<file path="config.mk">
export PLATFORM = sky130hd
export DESIGN_NAME = program_space_data_access
export DESIGN_NICKNAME = d
export VERILOG_FILES = /design/src/logic/program_access_pkg.sv /design/src/logic/program_space_data_access.sv /design/src/logic/row_holding_buffer.sv
export SDC_FILE = /design/constraint.sdc
export NUM_CORES = 2
export LEC_CHECK = 0
export ABC_CLOCK_PERIOD_IN_PS = 7700
export BUFFER_PORTS_ARGS = -buffer_cell sky130_fd_sc_hd__buf_2
export CAP_MARGIN = 20
export CELL_PAD_IN_SITES_DETAIL_PLACEMENT = 0
export CELL_PAD_IN_SITES_GLOBAL_PLACEMENT = 2
export CORE_MARGIN = 2
export CORE_UTILIZATION = 52
export DETAILED_ROUTE_END_ITERATION = 10
export PLACE_DENSITY_LB_ADDON = 0.1
export SYNTH_ARGS = -nofsm -noshare
export SYNTH_HDL_FRONTEND = slang
export SYNTH_SLANG_ARGS = --single-unit
</file>
<file path="constraint.sdc">
create_clock -name clk_i -period 7.7 [get_ports clk_i]
set_clock_uncertainty 0.15 [all_clocks]
set_input_delay 2.31 -clock clk_i [delete_from_list [all_inputs] [get_ports clk_i]]
set_output_delay 2.31 -clock clk_i [all_outputs]
set_load 0.005 [all_outputs]
</file>
<file path="src/logic/program_access_pkg.sv">
// constants and types shared by the program space access block
package program_access_pkg;
	localparam int PROG_AW = 24;
	localparam int DATA_W = 16;
	localparam int PAGE_W = 8;
	localparam int ROW_WORDS = 64;
	localparam int ROW_BYTES = 192;
	localparam int PAGE_ROWS = 8;
	localparam int PAGE_WORDS = 512;
	localparam int PAGE_BYTES = 1536;
	localparam int ROW_IDX_W = 6;
	localparam int WORD_STEP = 2;
	localparam logic [23:0] ROW_ALIGN_MASK = 24'hFFFF80;
	localparam logic [23:0] PAGE_ALIGN_MASK = 24'hFFFC00;
	localparam int CFG_SPACE_BIT = 7;
	localparam int VIS_ENABLE_BIT = 2;
	localparam int VIS_EA_BIT = 15;
	localparam logic [7:0] KEY_FIRST = 8'h55;
	localparam logic [7:0] KEY_SECOND = 8'hAA;
	localparam int TBL_WRITE_CYCLES = 2;
	localparam logic [1:0] EXTRA_MOVE = 2'h1;
	localparam logic [1:0] EXTRA_OTHER = 2'h2;
	localparam logic [1:0] EXTRA_REPEAT_EDGE = 2'h2;
	localparam logic [1:0] EXTRA_REPEAT_MID = 2'h0;
	localparam logic [3:0] OP_ROW_PROGRAM = 4'h1;
	localparam logic [3:0] OP_PAGE_ERASE = 4'h2;
	localparam logic [3:0] OP_WORD_PROGRAM = 4'h3;
	localparam logic [15:0] RDATA_RESET = 16'h0000;
	localparam logic [23:0] ADDR_RESET = 24'h000000;

	typedef enum logic [2:0] {
		kind_data_read,
		kind_table_read_low,
		kind_table_read_high,
		kind_table_write_low,
		kind_table_write_high
	} access_kind_t;

	typedef enum logic [1:0] {
		cmd_none,
		cmd_row_program,
		cmd_page_erase,
		cmd_word_program
	} array_cmd_t;
endpackage : program_access_pkg

</file>
<file path="src/logic/program_space_data_access.sv">
// table access, visibility window and self-programming front end
`timescale 1ns/1ps
module program_space_data_access (
	input wire logic clk_i,
	input wire logic rst_n_i,
	input wire logic op_valid_i,
	input program_access_pkg::access_kind_t kind_i,
	input wire logic byte_mode_i,
	input wire logic [15:0] ea_i,
	input wire logic [15:0] wdata_i,
	input wire logic [7:0] table_page_i,
	input wire logic [7:0] visibility_page_i,
	input wire logic [15:0] core_control_i,
	input wire logic is_move_i,
	input wire logic in_repeat_i,
	input wire logic repeat_edge_i,
	output logic op_ready_o,
	output logic op_done_o,
	output logic stall_o,
	output logic data_space_o,
	output logic [15:0] rdata_o,
	output logic visibility_active_o,
	output logic pm_rd_o,
	output logic [23:0] pm_addr_o,
	output logic config_space_o,
	input wire logic [23:0] pm_rdata_i,
	input wire logic key_wr_i,
	input wire logic [7:0] key_data_i,
	input wire logic wr_start_i,
	input wire logic write_enable_i,
	input wire logic erase_i,
	input wire logic [3:0] nvm_op_i,
	input wire logic err_clr_i,
	output logic wr_busy_o,
	output logic wr_error_o,
	output logic array_start_o,
	output program_access_pkg::array_cmd_t array_cmd_o,
	output logic [23:0] array_addr_o,
	input wire logic array_done_i,
	input wire logic [5:0] array_buf_idx_i,
	output logic [23:0] array_buf_data_o
);
	typedef enum logic [2:0] {st_idle, st_fetch, st_fetch2, st_wait, st_bufwr, st_finish} state_t;
	typedef enum logic [1:0] {key_locked, key_first, key_open} key_state_t;

	state_t state_r, state_nxt;
	program_access_pkg::access_kind_t kind_r, kind_nxt;
	logic byte_r, byte_nxt;
	logic [15:0] wdata_r, wdata_nxt;
	logic [23:0] addr_r, addr_nxt;
	logic [1:0] extra_r, extra_nxt;
	logic vis_r, vis_nxt;
	logic [15:0] rdata_r, rdata_nxt;
	logic data_space_r, data_space_nxt;
	logic take, vis_hit, table_busy;

	key_state_t key_r, key_nxt;
	logic busy_r, busy_nxt;
	logic err_r, err_nxt;
	logic start_r, start_nxt;
	program_access_pkg::array_cmd_t cmd_r, cmd_nxt;
	logic [23:0] wbase_r, wbase_nxt;
	logic [23:0] aaddr_r, aaddr_nxt;
	program_access_pkg::array_cmd_t req_cmd;

	logic buf_wr;
	logic [1:0] buf_lo_be;
	logic buf_hi_en;
	logic [23:0] buf_data;

	// result formatting for table reads
	function automatic logic [15:0] fmt_read(input logic [23:0] w, input logic high,
			input logic bmode, input logic bsel);
		logic [15:0] r;
		r = 16'h0000;
		if (!high && !bmode) begin
			r = w[15:0];
		end else if (!high) begin
			r = {8'h00, bsel ? w[15:8] : w[7:0]};
		end else if (!bmode) begin
			r = {8'h00, w[23:16]};
		end else begin
			r = {8'h00, bsel ? 8'h00 : w[23:16]};
		end
		return r;
	endfunction : fmt_read

	function automatic logic [1:0] vis_extra(input logic mv, input logic rep, input logic edg);
		logic [1:0] e;
		e = mv ? program_access_pkg::EXTRA_MOVE : program_access_pkg::EXTRA_OTHER;
		if (rep) begin
			e = edg ? program_access_pkg::EXTRA_REPEAT_EDGE : program_access_pkg::EXTRA_REPEAT_MID;
		end
		return e;
	endfunction : vis_extra

	function automatic logic is_table(input program_access_pkg::access_kind_t k);
		return k != program_access_pkg::kind_data_read;
	endfunction : is_table

	assign take = op_valid_i && (state_r == st_idle);
	assign table_busy = (state_r != st_idle) && is_table(kind_r);
	assign visibility_active_o = core_control_i[program_access_pkg::VIS_ENABLE_BIT] && !table_busy;
	assign vis_hit = visibility_active_o && ea_i[program_access_pkg::VIS_EA_BIT];
	assign op_ready_o = (state_r == st_idle);
	assign op_done_o = (state_r == st_finish);
	assign stall_o = (state_r != st_idle) && (state_r != st_finish);
	assign pm_rd_o = (state_r == st_fetch) || (state_r == st_fetch2);
	assign pm_addr_o = {addr_r[23:1], 1'b0};
	assign config_space_o = !vis_r && addr_r[program_access_pkg::CFG_SPACE_BIT + 16];
	assign rdata_o = rdata_r;
	assign data_space_o = data_space_r;

	always_comb begin
		state_nxt = state_r;
		kind_nxt = kind_r;
		byte_nxt = byte_r;
		wdata_nxt = wdata_r;
		addr_nxt = addr_r;
		extra_nxt = extra_r;
		vis_nxt = vis_r;
		rdata_nxt = rdata_r;
		data_space_nxt = 1'b0;
		case (state_r)
			st_idle: begin
				if (take) begin
					kind_nxt = kind_i;
					byte_nxt = byte_mode_i;
					wdata_nxt = wdata_i;
					vis_nxt = 1'b0;
					addr_nxt = {table_page_i, ea_i};
					extra_nxt = vis_extra(is_move_i, in_repeat_i, repeat_edge_i);
					if (is_table(kind_i)) begin
						state_nxt = (kind_i == program_access_pkg::kind_table_read_low ||
							kind_i == program_access_pkg::kind_table_read_high) ? st_fetch : st_bufwr;
					end else if (vis_hit) begin
						vis_nxt = 1'b1;
						addr_nxt = {1'b0, visibility_page_i, ea_i[14:0]};
						state_nxt = st_fetch;
					end else begin
						data_space_nxt = 1'b1;
						state_nxt = st_finish;
					end
				end
			end
			st_fetch: begin
				if (vis_r) begin
					rdata_nxt = pm_rdata_i[15:0];
					state_nxt = (extra_r == 2'h0) ? st_finish : st_fetch2;
				end else begin
					rdata_nxt = fmt_read(pm_rdata_i, kind_r == program_access_pkg::kind_table_read_high,
						byte_r, addr_r[0]);
					state_nxt = st_finish;
				end
			end
			st_fetch2: begin
				rdata_nxt = pm_rdata_i[15:0];
				state_nxt = (extra_r == program_access_pkg::EXTRA_OTHER) ? st_wait : st_finish;
			end
			st_wait: state_nxt = st_finish;
			st_bufwr: state_nxt = st_finish;
			st_finish: state_nxt = st_idle;
			default: state_nxt = st_idle;
		endcase
	end

	always_ff @(posedge clk_i or negedge rst_n_i) begin
		if (!rst_n_i) begin
			state_r <= st_idle;
			kind_r <= program_access_pkg::kind_data_read;
			byte_r <= 1'b0;
			wdata_r <= program_access_pkg::RDATA_RESET;
			addr_r <= program_access_pkg::ADDR_RESET;
			extra_r <= 2'h0;
			vis_r <= 1'b0;
			rdata_r <= program_access_pkg::RDATA_RESET;
			data_space_r <= 1'b0;
		end else begin
			state_r <= state_nxt;
			kind_r <= kind_nxt;
			byte_r <= byte_nxt;
			wdata_r <= wdata_nxt;
			addr_r <= addr_nxt;
			extra_r <= extra_nxt;
			vis_r <= vis_nxt;
			rdata_r <= rdata_nxt;
			data_space_r <= data_space_nxt;
		end
	end

	// buffer lanes: low ops to bits 15..0, high ops to 23..16
	always_comb begin
		buf_wr = (state_r == st_bufwr);
		buf_lo_be = 2'b00;
		buf_hi_en = 1'b0;
		buf_data = {wdata_r[7:0], wdata_r};
		if (kind_r == program_access_pkg::kind_table_write_low) begin
			buf_lo_be = !byte_r ? 2'b11 : (addr_r[0] ? 2'b10 : 2'b01);
			if (byte_r) begin
				buf_data[15:0] = {wdata_r[7:0], wdata_r[7:0]};
			end
		end else if (kind_r == program_access_pkg::kind_table_write_high) begin
			buf_hi_en = !byte_r || !addr_r[0];
		end
	end

	row_holding_buffer u_buffer (
		.clk_i(clk_i),
		.wr_en_i(buf_wr),
		.wr_idx_i(addr_r[6:1]),
		.wr_lo_be_i(buf_lo_be),
		.wr_hi_en_i(buf_hi_en),
		.wr_data_i(buf_data),
		.rd_idx_i(array_buf_idx_i),
		.rd_data_o(array_buf_data_o)
	);

	always_comb begin
		req_cmd = program_access_pkg::cmd_none;
		if (erase_i && nvm_op_i == program_access_pkg::OP_PAGE_ERASE) begin
			req_cmd = program_access_pkg::cmd_page_erase;
		end else if (!erase_i && nvm_op_i == program_access_pkg::OP_ROW_PROGRAM) begin
			req_cmd = program_access_pkg::cmd_row_program;
		end else if (!erase_i && nvm_op_i == program_access_pkg::OP_WORD_PROGRAM) begin
			req_cmd = program_access_pkg::cmd_word_program;
		end
	end

	always_comb begin
		key_nxt = key_r;
		busy_nxt = busy_r;
		err_nxt = err_r && !err_clr_i;
		start_nxt = 1'b0;
		cmd_nxt = cmd_r;
		wbase_nxt = buf_wr ? addr_r : wbase_r;
		aaddr_nxt = aaddr_r;
		if (key_wr_i) begin
			if (key_data_i == program_access_pkg::KEY_FIRST) begin
				key_nxt = key_first;
			end else if (key_data_i == program_access_pkg::KEY_SECOND && key_r == key_first) begin
				key_nxt = key_open;
			end else begin
				key_nxt = key_locked;
			end
		end else if (key_r == key_first && (wr_start_i || take)) begin
			key_nxt = key_locked;
		end
		if (busy_r && array_done_i) begin
			busy_nxt = 1'b0;
		end
		if (wr_start_i && !busy_r) begin
			key_nxt = key_locked;
			if (key_r == key_open && write_enable_i && req_cmd != program_access_pkg::cmd_none) begin
				busy_nxt = 1'b1;
				start_nxt = 1'b1;
				cmd_nxt = req_cmd;
				case (req_cmd)
					program_access_pkg::cmd_row_program:
						aaddr_nxt = wbase_r & program_access_pkg::ROW_ALIGN_MASK;
					program_access_pkg::cmd_page_erase:
						aaddr_nxt = wbase_r & program_access_pkg::PAGE_ALIGN_MASK;
					default: aaddr_nxt = {wbase_r[23:1], 1'b0};
				endcase
			end else begin
				err_nxt = 1'b1;
			end
		end
	end

	always_ff @(posedge clk_i or negedge rst_n_i) begin
		if (!rst_n_i) begin
			key_r <= key_locked;
			busy_r <= 1'b0;
			err_r <= 1'b0;
			start_r <= 1'b0;
			cmd_r <= program_access_pkg::cmd_none;
			wbase_r <= program_access_pkg::ADDR_RESET;
			aaddr_r <= program_access_pkg::ADDR_RESET;
		end else begin
			key_r <= key_nxt;
			busy_r <= busy_nxt;
			err_r <= err_nxt;
			start_r <= start_nxt;
			cmd_r <= cmd_nxt;
			wbase_r <= wbase_nxt;
			aaddr_r <= aaddr_nxt;
		end
	end

	assign wr_busy_o = busy_r;
	assign wr_error_o = err_r;
	assign array_start_o = start_r;
	assign array_cmd_o = cmd_r;
	assign array_addr_o = aaddr_r;
endmodule : program_space_data_access

</file>
<file path="src/logic/row_holding_buffer.sv">
// 64-instruction row holding buffer written by table writes
`timescale 1ns/1ps
module row_holding_buffer (
	input wire logic clk_i,
	input wire logic wr_en_i,
	input wire logic [5:0] wr_idx_i,
	input wire logic [1:0] wr_lo_be_i,
	input wire logic wr_hi_en_i,
	input wire logic [23:0] wr_data_i,
	input wire logic [5:0] rd_idx_i,
	output logic [23:0] rd_data_o
);
	logic [23:0] mem [0:program_access_pkg::ROW_WORDS-1];
	logic [23:0] rd_data_nxt;

	always_comb begin
		rd_data_nxt = mem[rd_idx_i];
	end

	// byte lanes let byte-mode table writes touch one lane only
	always_ff @(posedge clk_i) begin
		if (wr_en_i && wr_lo_be_i[0]) begin
			mem[wr_idx_i][7:0] <= wr_data_i[7:0];
		end
		if (wr_en_i && wr_lo_be_i[1]) begin
			mem[wr_idx_i][15:8] <= wr_data_i[15:8];
		end
		if (wr_en_i && wr_hi_en_i) begin
			mem[wr_idx_i][23:16] <= wr_data_i[23:16];
		end
		rd_data_o <= rd_data_nxt;
	end
endmodule : row_holding_buffer

</file>
## Word-level counts from Yosys, hierarchy flattened

Memory sizes are Yosys's and may differ from the RTL's. A register that Yosys moved wholly into a read port is not among the register bits.
Index checks and enable logic that the tools add are counted.

- Memories: 1
- Memory bits (writable): 1536
- Output and inout bits: 100
- Logic and storage cells: 137
- Register bits: 122

- Reductions and logical operators: 43
- Mux-type cells: 55
- Eq/ne operators: 22

Memories:

| memory | words | width | read ports | clocked after Yosys merged registers in | write ports | RTL line | RTL |
|---|---|---|---|---|---|---|---|
| u_buffer.mem | 64 | 24 | 1 | 1 | 1 | row_holding_buffer.sv:13 | `logic [23:0] mem [0:program_access_pkg::ROW_WORDS-1];` |

Operator list:

| kind | number |
|---|---|
| 2-to-1 mux 16 bit | 4 |
| 2-to-1 mux 24 bit | 2 |
| 2-to-1 mux 8 bit | 4 |
| one-hot mux 16 bit (2 select lines) | 1 |
| 2-to-1 mux 2 bit | 14 |
| 2-to-1 mux 1 bit | 21 |
| 2-to-1 mux 3 bit | 7 |
| logical AND 1 bit | 20 |
| one-hot mux 10 bit (2 select lines) | 1 |
| equality test 3 x 2 -> 1 bit, second input constant | 5 |
| one-hot mux 3 bit (4 select lines) | 1 |
| nonzero test 3 bit | 4 |
| equality test 3 bit, second input constant | 3 |
| equality test 4 x 2 -> 1 bit, second input constant | 2 |
| equality test 8 x 7 -> 1 bit, second input constant | 1 |
| equality test 8 bit, second input constant | 1 |
| logical NOT 1 bit | 8 |
| equality test 2 bit, second input constant | 3 |
| equality test 3 x 1 -> 1 bit, second input constant | 2 |
| equality test 2 x 1 -> 1 bit, second input constant | 2 |
| equality test 4 x 1 -> 1 bit, second input constant | 1 |
| logical OR 1 bit | 4 |
| AND reduction 2 bit | 2 |
| nonzero test 2 bit | 2 |
| 5 further kinds | 5 |

## Depth between registers and ports, before layout

- Depth after elaboration: 9
- Depth in mapped cells: 9
- Mapped depth without buffers: 8

## Modules after synthesis

A second synthesis with hierarchy kept.

- Cells, all modules: 3374
- Area total of the unflattened synthesis: 65565.4 um^2

Modules (own cells, without submodules):

| module | sequential area each (um^2) | times used | area each (um^2) | cells an instance |
|---|---|---|---|---|
| row_holding_buffer | 46604.7 | 1 | 60100.1 | 2849 |
| program_space_data_access | 3002.9 | 1 | 5465.2 | 525 |

## Least setup slack after synthesis

No wires, ideal clock.

- Path kind: input-to-output
- Start: input core_control_i[2]
- End: output visibility_active_o
- Arrival time: 2.464 ns
- Data required time: 5.240 ns
- Path buffers: 0
- Stages on the path: 1
- Slack: 2.776 ns
- Cells stage by stage: o21a_1

- Cells in the longest elaborated chain, start to end: 1

RTL lines:

| element | RTL line | RTL |
|---|---|---|
| start: declaration | program_space_data_access.sv:13 | `input wire logic [15:0] core_control_i,` |
| logical AND 1 bit | program_space_data_access.sv:103 | `assign visibility_active_o = core_control_i[program_access_pkg::VIS_ENABLE_BIT] && !table_busy;` |
| end: declaration | program_space_data_access.sv:22 | `output logic visibility_active_o,` |

No other way between the ends.

## Worst setup path after layout

Ends and elaborated chain as after synthesis.

==> flow_summary.toml <==
[power_and_ir_drop]
peakVddDrop_v = 0.000271
p_sw_mw = 5.86
power_leakage_nw = 24.6
p_sw_share_pct = 26.0
fin_total_pwr_mw = 22.6
p_clk_share_pct = 35.2
pwr-share-seq_pct = 52.9
comb_power_share_pct = 11.8
p_int_mw = 16.7
power_density_nw_per_um2 = 306

[route]
route.final.wire_length_mm = 166
wl_per_cell_um = 30.4
ant_nets = 0
drt_iter0_markers = 3692
via_per_inst = 6.11
firstDrtPassIters = 5
vias = 33400
drc = 0

[logic_synthesis]
syn_area_per_cell_sq_um = 19.0
synth_ff_type = "edfxtp_1"
synth-xor-area-share_pct = 0.0133
synth_edf_count = 1536
yosysTopAreaCell = "edfxtp_1"
synth-seq-area-share_pct = 75.5
synth_most_common_cell = "edfxtp_1"
synthMuxAreaShare_pct = 15.5
yosys.area_share.simple_pct = 4.75
synth_top_family_by_area = "multiplexers"
ys_async_sr_fraction_pct = 7.14
synth_top_area_share_pct = 70.2
synthTopCellsByArea = "edfxtp_1 (70%), mux4_2 (13%), dfrtp_1 (4.6%)"
synthDistinctLibCells = 64
ys_ff_latch = 1680
yosys.area_share.adder_pct = 0.0190
synthTopCellsByCount = "edfxtp_1 (1536), nand2_1 (380), mux4_2 (377), nor2_1 (283), dfrtp_1 (120)"
yosysWarnings = 0
synthesis.area_sq_um = 65700
synthCells = 3456
synth_compound_area_share_pct = 2.37

[clock_tree]
cts_tree = "done"
cts_resized = 0
cts_made_buffers = 168
cts_sinks = 1680
path_clk_slew_ns = 0.05
clkLatencyLatePin_ns = 0.80
htreeDepth = 4
cts_buffer_depth = 3
cts_hold_buf = 0
postCtsSetupRepairBufs = 0
clockRootBuffer = "clkbuf_16"

[setup_path]
cp_slowest_cell = "o21a_1"
critical_path_arrival_ns = 2.72
critPathKind = "input port to output port"
cp_common_cell = "buf_2"
rr_worst_depth = 3
cp_max_fo = 3
worstSetupStartpointType = "input port"
required_ns = 5.24
crit_family = "buffers and inverters"
worst_setup_path_end_kind = "output port"
crit_path_cell_trace = "buf_2 -> o21a_1 -> buf_2"
path_depth = 3
critPathMaxStageDelay_ns = 0.18
critPathBufInv = 2

[grt]
grt_max_degree = 98
grt_usage_pct = 25.9
gr-total-overflow = 0
grt_pass1_wl_mm = 240
antenna_found_initial = 11
grt_pass1_vias = 34000

[die]
dieArea_sq_um = 129000
ioPinCount = 222
coreArea_sq_um = 125000
num_rows = 130
die_x_um = 359
die_height_um = 359
initial_core_util_pct = 52.4

[flow_run]
timing.max_cap.violations = 0

[sta]
fin_crit_sh_pct = 67.3
rsz0062_at_grt = "false"
max_slew_margin_pct = 19.2
finalSetupTns_ns = 0
min_period_ns = 5.18
setup_viol = 0
setup_ws_ns = 2.52
finalMaxSlewViolations = 0
fmax_mhz = 193
hold_viol = 0
worst_slew_pin_slew_ns = 1.21

[cells_and_area]
syn2layout_area_growth_pct = 12.3
final_cells = 5465
layout-drive-gt1-share_pct = 25.2
nets = 3797
utilization_pct = 58.8
n_fill_cell = 9214

[hold_path]
hold_class = "register to register"
hold_depth = 2

[place]
io_buffer_count = 204
place_congestion = 0.848
pre_cts_ws_ns = 2.13
post-dp-hpwl_mm = 106
place_inst = 5142

[outcome]
status = "completed"
[worst reg2reg max path, stage by stage, from the launching register on]
cell and delay, ns:
dfrtp_1 0.61, nor3b_2 1.00, nand2_1 0.61, nor2_1 0.94
[power by group through the flow]
stage          logic, mW  clock network [mW]  registers, mW
6_report            2.67                7.95           11.9
3_5_place_dp        2.60                   0           12.2
3_3_place_gp        2.48                   0           12.1
2_1_floorplan       1.36                   0           12.1
5_1_grt             2.90                8.41           12.0
4_1_cts             2.60                8.07           12.0
[cell type report]
cell class / count / area [sq um] / area share [%]
Timing Repair Buffer: 266 / 1750 / 2.38
Clock inverter: 90 / 761 / 1.03
Inverter: 11 / 41.3 / 0.0560
Clock buffer: 218 / 4590 / 6.22
Tap cell: 1650 / 2060 / 2.80
Multi-Input combinational cell: 1547 / 14900 / 20.2
Sequential cell: 1680 / 49600 / 67.3
Antenna cell: 3 / 7.51 / 0.0102
[sequential cells by signal, indices dropped and copies added, names as in the netlist, 2 cells and up]
register            flops
array_addr_o           23
array_cmd_o             2
rdata_o                16
kind_r                  3
wdata_r                16
addr_r                 24
key_r                   2
u_buffer.mem         1536
u_buffer.rd_data_o     24
state_r                 3
wbase_r                23
extra_r                 2
[routing by layer]
metal  wire length (um)  part of all wire [%]  GRT usage (%)
met5                 27                 0.016              0
met2              81200                    49           41.4
met3              11400                   6.9           5.04
met4               5440                   3.3           9.05
met1              67800                    41           36.1
[cells by family after synthesis]
kind of cell | count (synthesis)
other cells | 1
buf+inv | 230
compound gates | 245
simple gates | 760
flops | 1680
fa+ha+maj | 1
mux | 538
xor+xnor | 1
[worst paths after layout]
path,startpoint,endpoint,slack [ns]
hold reg to reg,wbase_r[18],array_addr_o[18],0.31
hold / removal,wbase_r[18],array_addr_o[18],0.31
max in group asynchronous,rst_n_i,wdata_r[6],4.63
setup / recovery,core_control_i[2],visibility_active_o,2.52
min in group asynchronous,rst_n_i,addr_r[22],1.53
setup reg to reg,addr_r[1],u_buffer.mem[9][3],4.01
[through the flow]
stage | cell area [sq um] | hold WS [ns]
final | 73800 | 0.309
after global routing | 73800 | 0.342
after CTS | 73600 | 0.316
after global placement | 68200 | 0.299
after floorplan | 65700 | 0.285
after detailed placement | 68200 | 0.306
[placed cells by master, fill, tap and decap left out, types with 7 or more instances in the layout]
| cell | synthesis | layout |
|---|---|---|
| a31oi_1 | 11 | 11 |
| dfrtp_1 | 120 | 112 |
| o21ai_1 | 8 | 7 |
| dfxtp_1 | 24 | 24 |
| clkinv_2 | 0 | 32 |
| buf_4 | 64 | 42 |
| a22oi_1 | 14 | 14 |
| a221oi_1 | 25 | 25 |
| clkbuf_1 | 75 | 36 |
| nand3_1 | 20 | 20 |
| dfrtp_4 | 0 | 8 |
| nand2b_1 | 17 | 17 |
| nor2_1 | 283 | 283 |
| a32o_1 | 11 | 11 |
| a21oi_1 | 33 | 33 |
| clkbuf_16 | 0 | 173 |
| clkinv_1 | 0 | 33 |
| clkbuf_8 | 0 | 11 |
| mux2i_1 | 109 | 109 |
| bufinv_16 | 0 | 11 |
| o22ai_1 | 28 | 28 |
| nor3_1 | 10 | 10 |
| inv_1 | 10 | 10 |
| mux2_2 | 52 | 52 |
| buf_12 | 0 | 16 |
| o21ai_0 | 85 | 85 |
| mux4_2 | 377 | 377 |
| edfxtp_1 | 1536 | 1536 |
| nand2_1 | 380 | 378 |
| buf_2 | 57 | 199 |
No activity file was read; power rests on OpenSTA's default activity.
